**config.mk**
```make
export PLATFORM = sky130hd
export DESIGN_NAME = tpc_timer
export DESIGN_NICKNAME = d
export VERILOG_FILES = /design/src/design/tpc_pkg.sv /design/src/design/tpc_timer.sv
export SDC_FILE = /design/constraint.sdc
export NUM_CORES = 1
export LEC_CHECK = 0
export ABC_AREA = 0
export BUFFER_PORTS_ARGS = -buffer_cell sky130_fd_sc_hd__buf_2
export CAP_MARGIN = 30
export CORE_MARGIN = 5
export CORE_UTILIZATION = 45
export DETAILED_ROUTE_END_ITERATION = 6
export REMOVE_ABC_BUFFERS = 1
export SETUP_SLACK_MARGIN = 0.3
export SYNTH_ARGS = -nofsm -noshare
export SYNTH_HDL_FRONTEND = slang
export SYNTH_SLANG_ARGS = --single-unit
```
**constraint.sdc**
```tcl
create_clock -name sys_clk_i -period 4.6 [get_ports sys_clk_i]
set_input_delay 0.69 -clock sys_clk_i [delete_from_list [all_inputs] [get_ports sys_clk_i]]
set_output_delay 0.69 -clock sys_clk_i [all_outputs]
set_load 0.005 [all_outputs]
```
**src/design/tpc_pkg.sv**
```systemverilog
// Constants and types of the timer channel with PWM and capture modes
package tpc_pkg;

  ////////////////////////////////////////////////////////////////
  // Register offsets, one byte each
  localparam logic [3:0] TPC_OFF_CTRL = 4'h0;
  localparam logic [3:0] TPC_OFF_CNT_H = 4'h1;
  localparam logic [3:0] TPC_OFF_CNT_L = 4'h2;
  localparam logic [3:0] TPC_OFF_PWM_H = 4'h3;
  localparam logic [3:0] TPC_OFF_PWM_L = 4'h4;
  localparam logic [3:0] TPC_OFF_RLD_H = 4'h5;
  localparam logic [3:0] TPC_OFF_RLD_L = 4'h6;
  localparam logic [3:0] TPC_OFF_STAT = 4'h7;
  localparam logic [3:0] TPC_OFF_MASK = 4'h8;

  ////////////////////////////////////////////////////////////////
  // Control field positions
  localparam int TPC_CTRL_EN = 0;
  localparam int TPC_CTRL_CAP = 1;
  localparam int TPC_CTRL_POL = 2;
  localparam int TPC_CTRL_PSC_LO = 3;
  localparam int TPC_CTRL_PSC_W = 3;

  // Status and mask bit positions
  localparam int TPC_ST_WRAP = 0;
  localparam int TPC_ST_CAP = 1;

  ////////////////////////////////////////////////////////////////
  // Reset values
  localparam logic [7:0] TPC_CTRL_RST = 8'h00;
  localparam logic [15:0] TPC_CNT_RST = 16'h0001;
  localparam logic [15:0] TPC_PWM_RST = 16'h0000;
  localparam logic [15:0] TPC_RLD_RST = 16'hFFFF;
  localparam logic [1:0] TPC_IRQ_RST = 2'h0;

  // Count value every PWM pass restarts from
  localparam logic [15:0] TPC_CNT_RESTART = 16'h0001;

  ////////////////////////////////////////////////////////////////
  // Register bus request
  typedef struct packed {
    logic wr;
    logic rd;
    logic [3:0] addr;
    logic [7:0] wdata;
  } tpc_bus_req_t;

endpackage

```
**src/design/tpc_timer.sv**
```systemverilog
// Timer channel with PWM and capture modes behind a byte register port
module tpc_timer #(
  parameter int PSC_W = 3 // Prescale select width, factor 2**sel
) (
  input wire logic sys_clk_i, // System clock
  input wire logic reset_i, // Synchronous reset, active high
  input wire tpc_pkg::tpc_bus_req_t bus_i, // Register request
  input wire logic tin_i, // Timer input pin
  output logic [7:0] rdata_o, // Read data, cycle after strobe
  output logic pwm_o, // Timer output pin
  output logic irq_o // Level interrupt
);
  import tpc_pkg::*;

  ////////////////////////////////////////////////////////////////
  // Elaboration check
  if (PSC_W != TPC_CTRL_PSC_W) begin : g_bad_psc
    $error("PSC_W must match the control field width");
  end

  localparam int DIV_W = (1 << PSC_W) - 1; // Prescaler count width

  ////////////////////////////////////////////////////////////////
  // Whole state of the block
  typedef struct packed {
    logic [7:0] ctrl; // Control byte
    logic [15:0] cnt; // Running count
    logic [15:0] pwm; // PWM value or capture
    logic [15:0] rld; // Reload value
    logic [1:0] stat; // Sticky events
    logic [1:0] mask; // Interrupt mask
    logic [DIV_W-1:0] psc; // Prescaler count
    logic [2:0] sync; // Input synchroniser and delay
    logic out; // Output level
    logic irq; // Interrupt level
    logic [7:0] rdata; // Read data
    logic [23:0] per; // Clocks since last wrap, checker helper
    logic full; // A clean period is being timed
  } tpc_state_t;

  tpc_state_t q; // Registered state
  tpc_state_t d; // Next state

  ////////////////////////////////////////////////////////////////
  // Decoded control and helper terms
  logic en; // Timer enabled
  logic cap_mode; // Capture mode selected
  logic pol; // Output polarity bit
  logic [PSC_W-1:0] psc_sel; // Prescale select
  logic [DIV_W-1:0] psc_lim; // Last prescaler count
  logic tick; // Counter advance
  logic wrap; // Count at reload this tick
  logic [15:0] cnt_nx; // Count after a tick
  logic edge_rise; // Synchronised rising edge
  logic edge_fall; // Synchronised falling edge
  logic cap_hit; // Capture event
  logic cnt_wr; // Software writes a count byte
  logic ctrl_wr; // Software writes control

  assign en = q.ctrl[TPC_CTRL_EN];
  assign cap_mode = q.ctrl[TPC_CTRL_CAP];
  assign pol = q.ctrl[TPC_CTRL_POL];
  assign psc_sel = q.ctrl[TPC_CTRL_PSC_LO +: PSC_W];
  assign cnt_wr = bus_i.wr && (bus_i.addr == TPC_OFF_CNT_H || bus_i.addr == TPC_OFF_CNT_L);
  assign ctrl_wr = bus_i.wr && bus_i.addr == TPC_OFF_CTRL;

  ////////////////////////////////////////////////////////////////
  // Prescaler and counter terms
  always_comb begin
    // Factor 2**sel system clocks per count
    psc_lim = DIV_W'((1 << psc_sel) - 1);
    tick = en && (q.psc == psc_lim);
    wrap = tick && (q.cnt == q.rld);
    // Restart at 0001H after reload, else step up
    cnt_nx = (q.cnt == q.rld) ? TPC_CNT_RESTART : q.cnt + 16'h0001;
  end

  ////////////////////////////////////////////////////////////////
  // Edge detection on the synchronised input
  always_comb begin
    // Only the second and third stages are looked at
    edge_rise = q.sync[1] && !q.sync[2];
    edge_fall = !q.sync[1] && q.sync[2];
    // Polarity 0 picks rising, 1 picks falling
    cap_hit = en && cap_mode && (pol ? edge_fall : edge_rise);
  end

  ////////////////////////////////////////////////////////////////
  // Next state
  always_comb begin
    d = q;

    // Input pin through two flops plus one delay
    d.sync = {q.sync[1:0], tin_i};

    // Prescaler idles at zero while disabled
    if (!en || tick) begin
      d.psc = '0;
    end else begin
      d.psc = q.psc + DIV_W'(1);
    end

    // Count advances on prescaled system clock in both modes
    if (tick) begin
      d.cnt = cnt_nx;
    end

    // Output level follows mode
    if (!en || cap_mode) begin
      // Idle level is the polarity bit
      d.out = pol;
    end else if (tick) begin
      // Starting level up to PWM match, other level after
      d.out = (cnt_nx <= q.pwm) ? pol : !pol;
    end

    // Register writes, byte assembled sixteen bit values
    if (bus_i.wr) begin
      unique case (bus_i.addr)
        TPC_OFF_CTRL: begin
          d.ctrl = bus_i.wdata;
        end
        TPC_OFF_CNT_H: begin
          // Loaded start only sets where first pass begins
          d.cnt[15:8] = bus_i.wdata;
        end
        TPC_OFF_CNT_L: begin
          d.cnt[7:0] = bus_i.wdata;
        end
        TPC_OFF_PWM_H: begin
          d.pwm[15:8] = bus_i.wdata;
        end
        TPC_OFF_PWM_L: begin
          d.pwm[7:0] = bus_i.wdata;
        end
        TPC_OFF_RLD_H: begin
          d.rld[15:8] = bus_i.wdata;
        end
        TPC_OFF_RLD_L: begin
          d.rld[7:0] = bus_i.wdata;
        end
        TPC_OFF_MASK: begin
          d.mask = bus_i.wdata[1:0];
        end
        default: begin
          // Status clears below, other offsets ignored
        end
      endcase
    end

    // Capture replaces the PWM value, wins over a write
    if (cap_hit) begin
      d.pwm = q.cnt;
    end

    // Sticky events, write one to clear, set wins
    d.stat = q.stat;
    if (bus_i.wr && bus_i.addr == TPC_OFF_STAT) begin
      d.stat = q.stat & ~bus_i.wdata[1:0];
    end
    if (wrap) begin
      d.stat[TPC_ST_WRAP] = 1'b1;
    end
    if (cap_hit) begin
      d.stat[TPC_ST_CAP] = 1'b1;
    end

    // Interrupt from the next status and mask
    d.irq = |(d.stat & d.mask);

    // Period checker helper, restarts at a wrap, idles while disabled
    if (wrap || !en) begin
      d.per = 24'h000000;
    end else begin
      d.per = q.per + 24'h000001;
    end

    // Helper armed at a wrap, disarmed by any write
    if (!en || bus_i.wr) begin
      d.full = 1'b0;
    end else if (wrap) begin
      d.full = 1'b1;
    end

    // Read data for one cycle only
    d.rdata = 8'h00;
    if (bus_i.rd) begin
      unique case (bus_i.addr)
        TPC_OFF_CTRL: begin
          d.rdata = q.ctrl;
        end
        TPC_OFF_CNT_H: begin
          d.rdata = q.cnt[15:8];
        end
        TPC_OFF_CNT_L: begin
          d.rdata = q.cnt[7:0];
        end
        TPC_OFF_PWM_H: begin
          d.rdata = q.pwm[15:8];
        end
        TPC_OFF_PWM_L: begin
          d.rdata = q.pwm[7:0];
        end
        TPC_OFF_RLD_H: begin
          d.rdata = q.rld[15:8];
        end
        TPC_OFF_RLD_L: begin
          d.rdata = q.rld[7:0];
        end
        TPC_OFF_STAT: begin
          d.rdata = {6'h00, q.stat};
        end
        TPC_OFF_MASK: begin
          d.rdata = {6'h00, q.mask};
        end
        default: begin
          // Unmapped offsets read zero
          d.rdata = 8'h00;
        end
      endcase
    end
  end

  ////////////////////////////////////////////////////////////////
  // State register
  always_ff @(posedge sys_clk_i) begin
    if (reset_i) begin
      q.ctrl <= TPC_CTRL_RST;
      q.cnt <= TPC_CNT_RST;
      q.pwm <= TPC_PWM_RST;
      q.rld <= TPC_RLD_RST;
      q.stat <= TPC_IRQ_RST;
      q.mask <= TPC_IRQ_RST;
      q.psc <= '0;
      q.sync <= 3'h0;
      q.out <= 1'b0;
      q.irq <= 1'b0;
      q.rdata <= 8'h00;
      // Checker helper starts disarmed
      q.per <= 24'h000000;
      q.full <= 1'b0;
    end else begin
      q <= d;
    end
  end

  // Outputs straight from flops
  assign rdata_o = q.rdata;
  assign pwm_o = q.out;
  assign irq_o = q.irq;
endmodule

```
==> reports/metrics.yaml <==
setup_path:
  r2r_slack_ns: 1.10
  critPathSlowestCell: "dfxtp_1"
  setup.worst_path.start: "q[84]"
  crit_fanout: 11
  cp_num_buf_inv: 0
  criticalPathCategory: "reg2reg"
  cp.arrival_ns: 3.76
  critPathRequiredTime_ns: 4.85
  slowest_delay_ns: 0.56
  critPathTopFamily: "simple AND/OR/NAND/NOR gates"
  crit_chain: "nand4_1 > nor2_1 > and3_1 > nand3_1 > xor2_1 > nor2_1 > ha_1 > nand4_1 > nor4_1 > a21boi_0 > o31ai_1 > xor2_1 > a221oi_1"
  r2r-start: "q[84]"
  critical_path.endpoint_type: "flip-flop"
  crit_end: "pwm_o"
  rr_endpoint: "pwm_o"
  cp_num_cells: 13
  ff2ff_path_depth: 13
  start_kind: "flip-flop"
placed_design:
  globalplace.congestion: 0.932
  dp.cells: 747
  placed_cell_area_um2: 5250
  pre_cts_slack_ns: 1.16
  io_buffers: 26
  hpwl_um: 10400
sta:
  relSlewSlack: 0.423
  fmax_mhz: 285
  hold_viol: 0
  drv_slew: 0
  min_period_ns: 3.50
  setup_ws_ns: 1.10
  tns_ns: 0
  finalCritPeriodShare: 0.762
  hold_ws_ns: 0.439
  setup_violations: 0
  fin_skew_ns: 0.00639
  worst_slew_pin_slew_ns: 0.855
  rsz0062_at_grt: "no"
route:
  wl_um: 14700
  drc: 0
  wire_per_inst_um: 19.3
  drt_iter0_drc: 449
  drtAntennaViolNets: 0
  vias: 4524
  drt-vias-per-instance: 5.94
  firstDrtPassIters: 5
cts:
  hold_buffers: 0
  clk_pin_slew_worst_paths_ns: 0.06
  post-cts-setup-buffer-count: 0
  cts_tree: "yes"
  cts_resized: 0
  root_buffer: "clkbuf_16"
  clkLatencyLatePin_ns: 0.35
  cts_max_level: 3
  numCtsBuffers: 9
  cts_sinks: 80
  cts_max_path_buffers: 2
layout:
  fin_util: 0.492
  final_design_area_no_fill_um2: 5570
  fillers: 1079
  drive_gt1_frac: 0.105
  syn2layout_area_growth_pct: 8.35
  final_cells: 762
  final_nets: 651
  diodes: 0
global_route:
  overflow: 0
  grt_pass1_wl_um: 23600
  grt_busiest_layer: "met2"
  grt_pass1_vias: 4291
  use_met1: 0.319
  grt_max_degree: 40
  antenna_found_initial: 0
  grt_util_met2: 0.342
  grt_usage: 0.228
  grt_use_met3: 0.0411
synthesis:
  ys_ff_latch: 80
  synthArstFlopShare: 0
  yosys-top-cells-count: "nor2_1 (99), dfxtp_1 (80), clkbuf_1 (38)"
  synth_area_leader_cell: "dfxtp_1"
  synthFlopType: "dfxtp_1"
  synth_warnings: 0
  synthesis.instances: 629
  synth_edf_count: 0
  yosys.cell_types.count: 54
  netlist_area_um2: 5140
  avgSynthCellArea_um2: 8.18
  synth_top_area_share: 0.311
  yosysSeqAreaShare: 0.311
  yosys-top-cells-area: "dfxtp_1 (31%), nor2_1 (7.2%), mux2i_1 (7.0%)"
  synth.most_common_cell: "nor2_1"
pwr:
  p_leak_nw: 2.16
  p_per_area_nw_per_um2: 298
  finalPower_mw: 1.66
  vdd_ir_drop_max_v: 0.000207
hold_path:
  hold_class: "reg2reg"
floorplanning:
  num_rows: 39
  die_width_um: 117
  initial_core_util: 0.454
  die-area_um2: 13700
  coreArea_um2: 11300
  ioPinCount: 27
  chipHeight_um: 117
run:
  max_cap_violations: 0
outcome:
  status: "finished clean"
-- cell families (layout without fill, tap and decap cells) --
group / after synthesis / count (layout) / share of synthesized area
xor+xnor: 39 / 39 / 0.0664
buf+inv: 78 / 68 / 0.0659
compound gates: 142 / 142 / 0.196
mux: 44 / 44 / 0.0942
flops: 80 / 80 / 0.311
fa+ha+maj: 19 / 19 / 0.0462
simple gates: 227 / 227 / 0.219
-- worst min path at each step --
stage	slack [ns]	from	to	cells past startpoint
after global placement	0.43	d[36]	d[37]	1
final	0.44	d[36]	d[37]	1
after floorplan	0.41	d[36]	d[37]	1
after detailed placement	0.43	d[36]	d[37]	1
after global routing	0.47	d[36]	d[37]	1
after CTS	0.44	d[36]	d[37]	1
-- flip-flops by register name, indices dropped and copies added, names as in the netlist --
| signal | count |
|---|---|
| cap_mode | 1 |
| irq_o | 1 |
| en | 1 |
| pwm_o | 1 |
| rdata_o | 8 |
| psc_sel | 3 |
| pol | 1 |
| q | 62 |
| d | 2 |
-- worst reg2reg max path, delay by kind of cell (launching register included) --
kind                       cells  cell delay, ns
adders and majority gates      1            0.30
DFF                            1            0.56
and+or+nand+nor                7            1.61
xor gates and xnor gates       2            0.32
AOI/OAI and AO/OA              3            0.61
-- layer usage --
metal | routed length [µm] | up-vias
li1 | - | 2196
met1 | 7070 | 2180
met2 | 6580 | 117
met3 | 640 | 31
met4 | 437 | 0
met5 | 0 | -
-- power by group --
group / internal, mW / leakage [nW] / switching (mW)
clock: 0.501 / 0.159 / 0.287
combinational: 0.0595 / 1.36 / 0.0913
sequential: 0.705 / 0.647 / 0.0152
total: 1.27 / 2.16 / 0.394
-- layout by cell type, fill, tap and decap left out, drive strengths merged, types with 17 or more instances in the layout --
master	n
nand2	27
a21oi	26
buf	34
a211oi	19
ha	19
inv	19
o21ai	20
mux2i	36
dfxtp	80
nor2	100
nor2b	28
xnor2	27
a211o	17
-- cell type report --
type | instances | area, µm² | share of cell area
Multi-Input combinational cell | 471 | 3210 | 0.576
Sequential cell | 80 | 1600 | 0.287
Clock buffer | 12 | 256 | 0.0460
Timing Repair Buffer | 34 | 190 | 0.0341
Tap cell | 143 | 179 | 0.0321
Inverter | 19 | 71.3 | 0.0128
Clock inverter | 3 | 65.1 | 0.0117
Power figures use the tool's default switching activity.
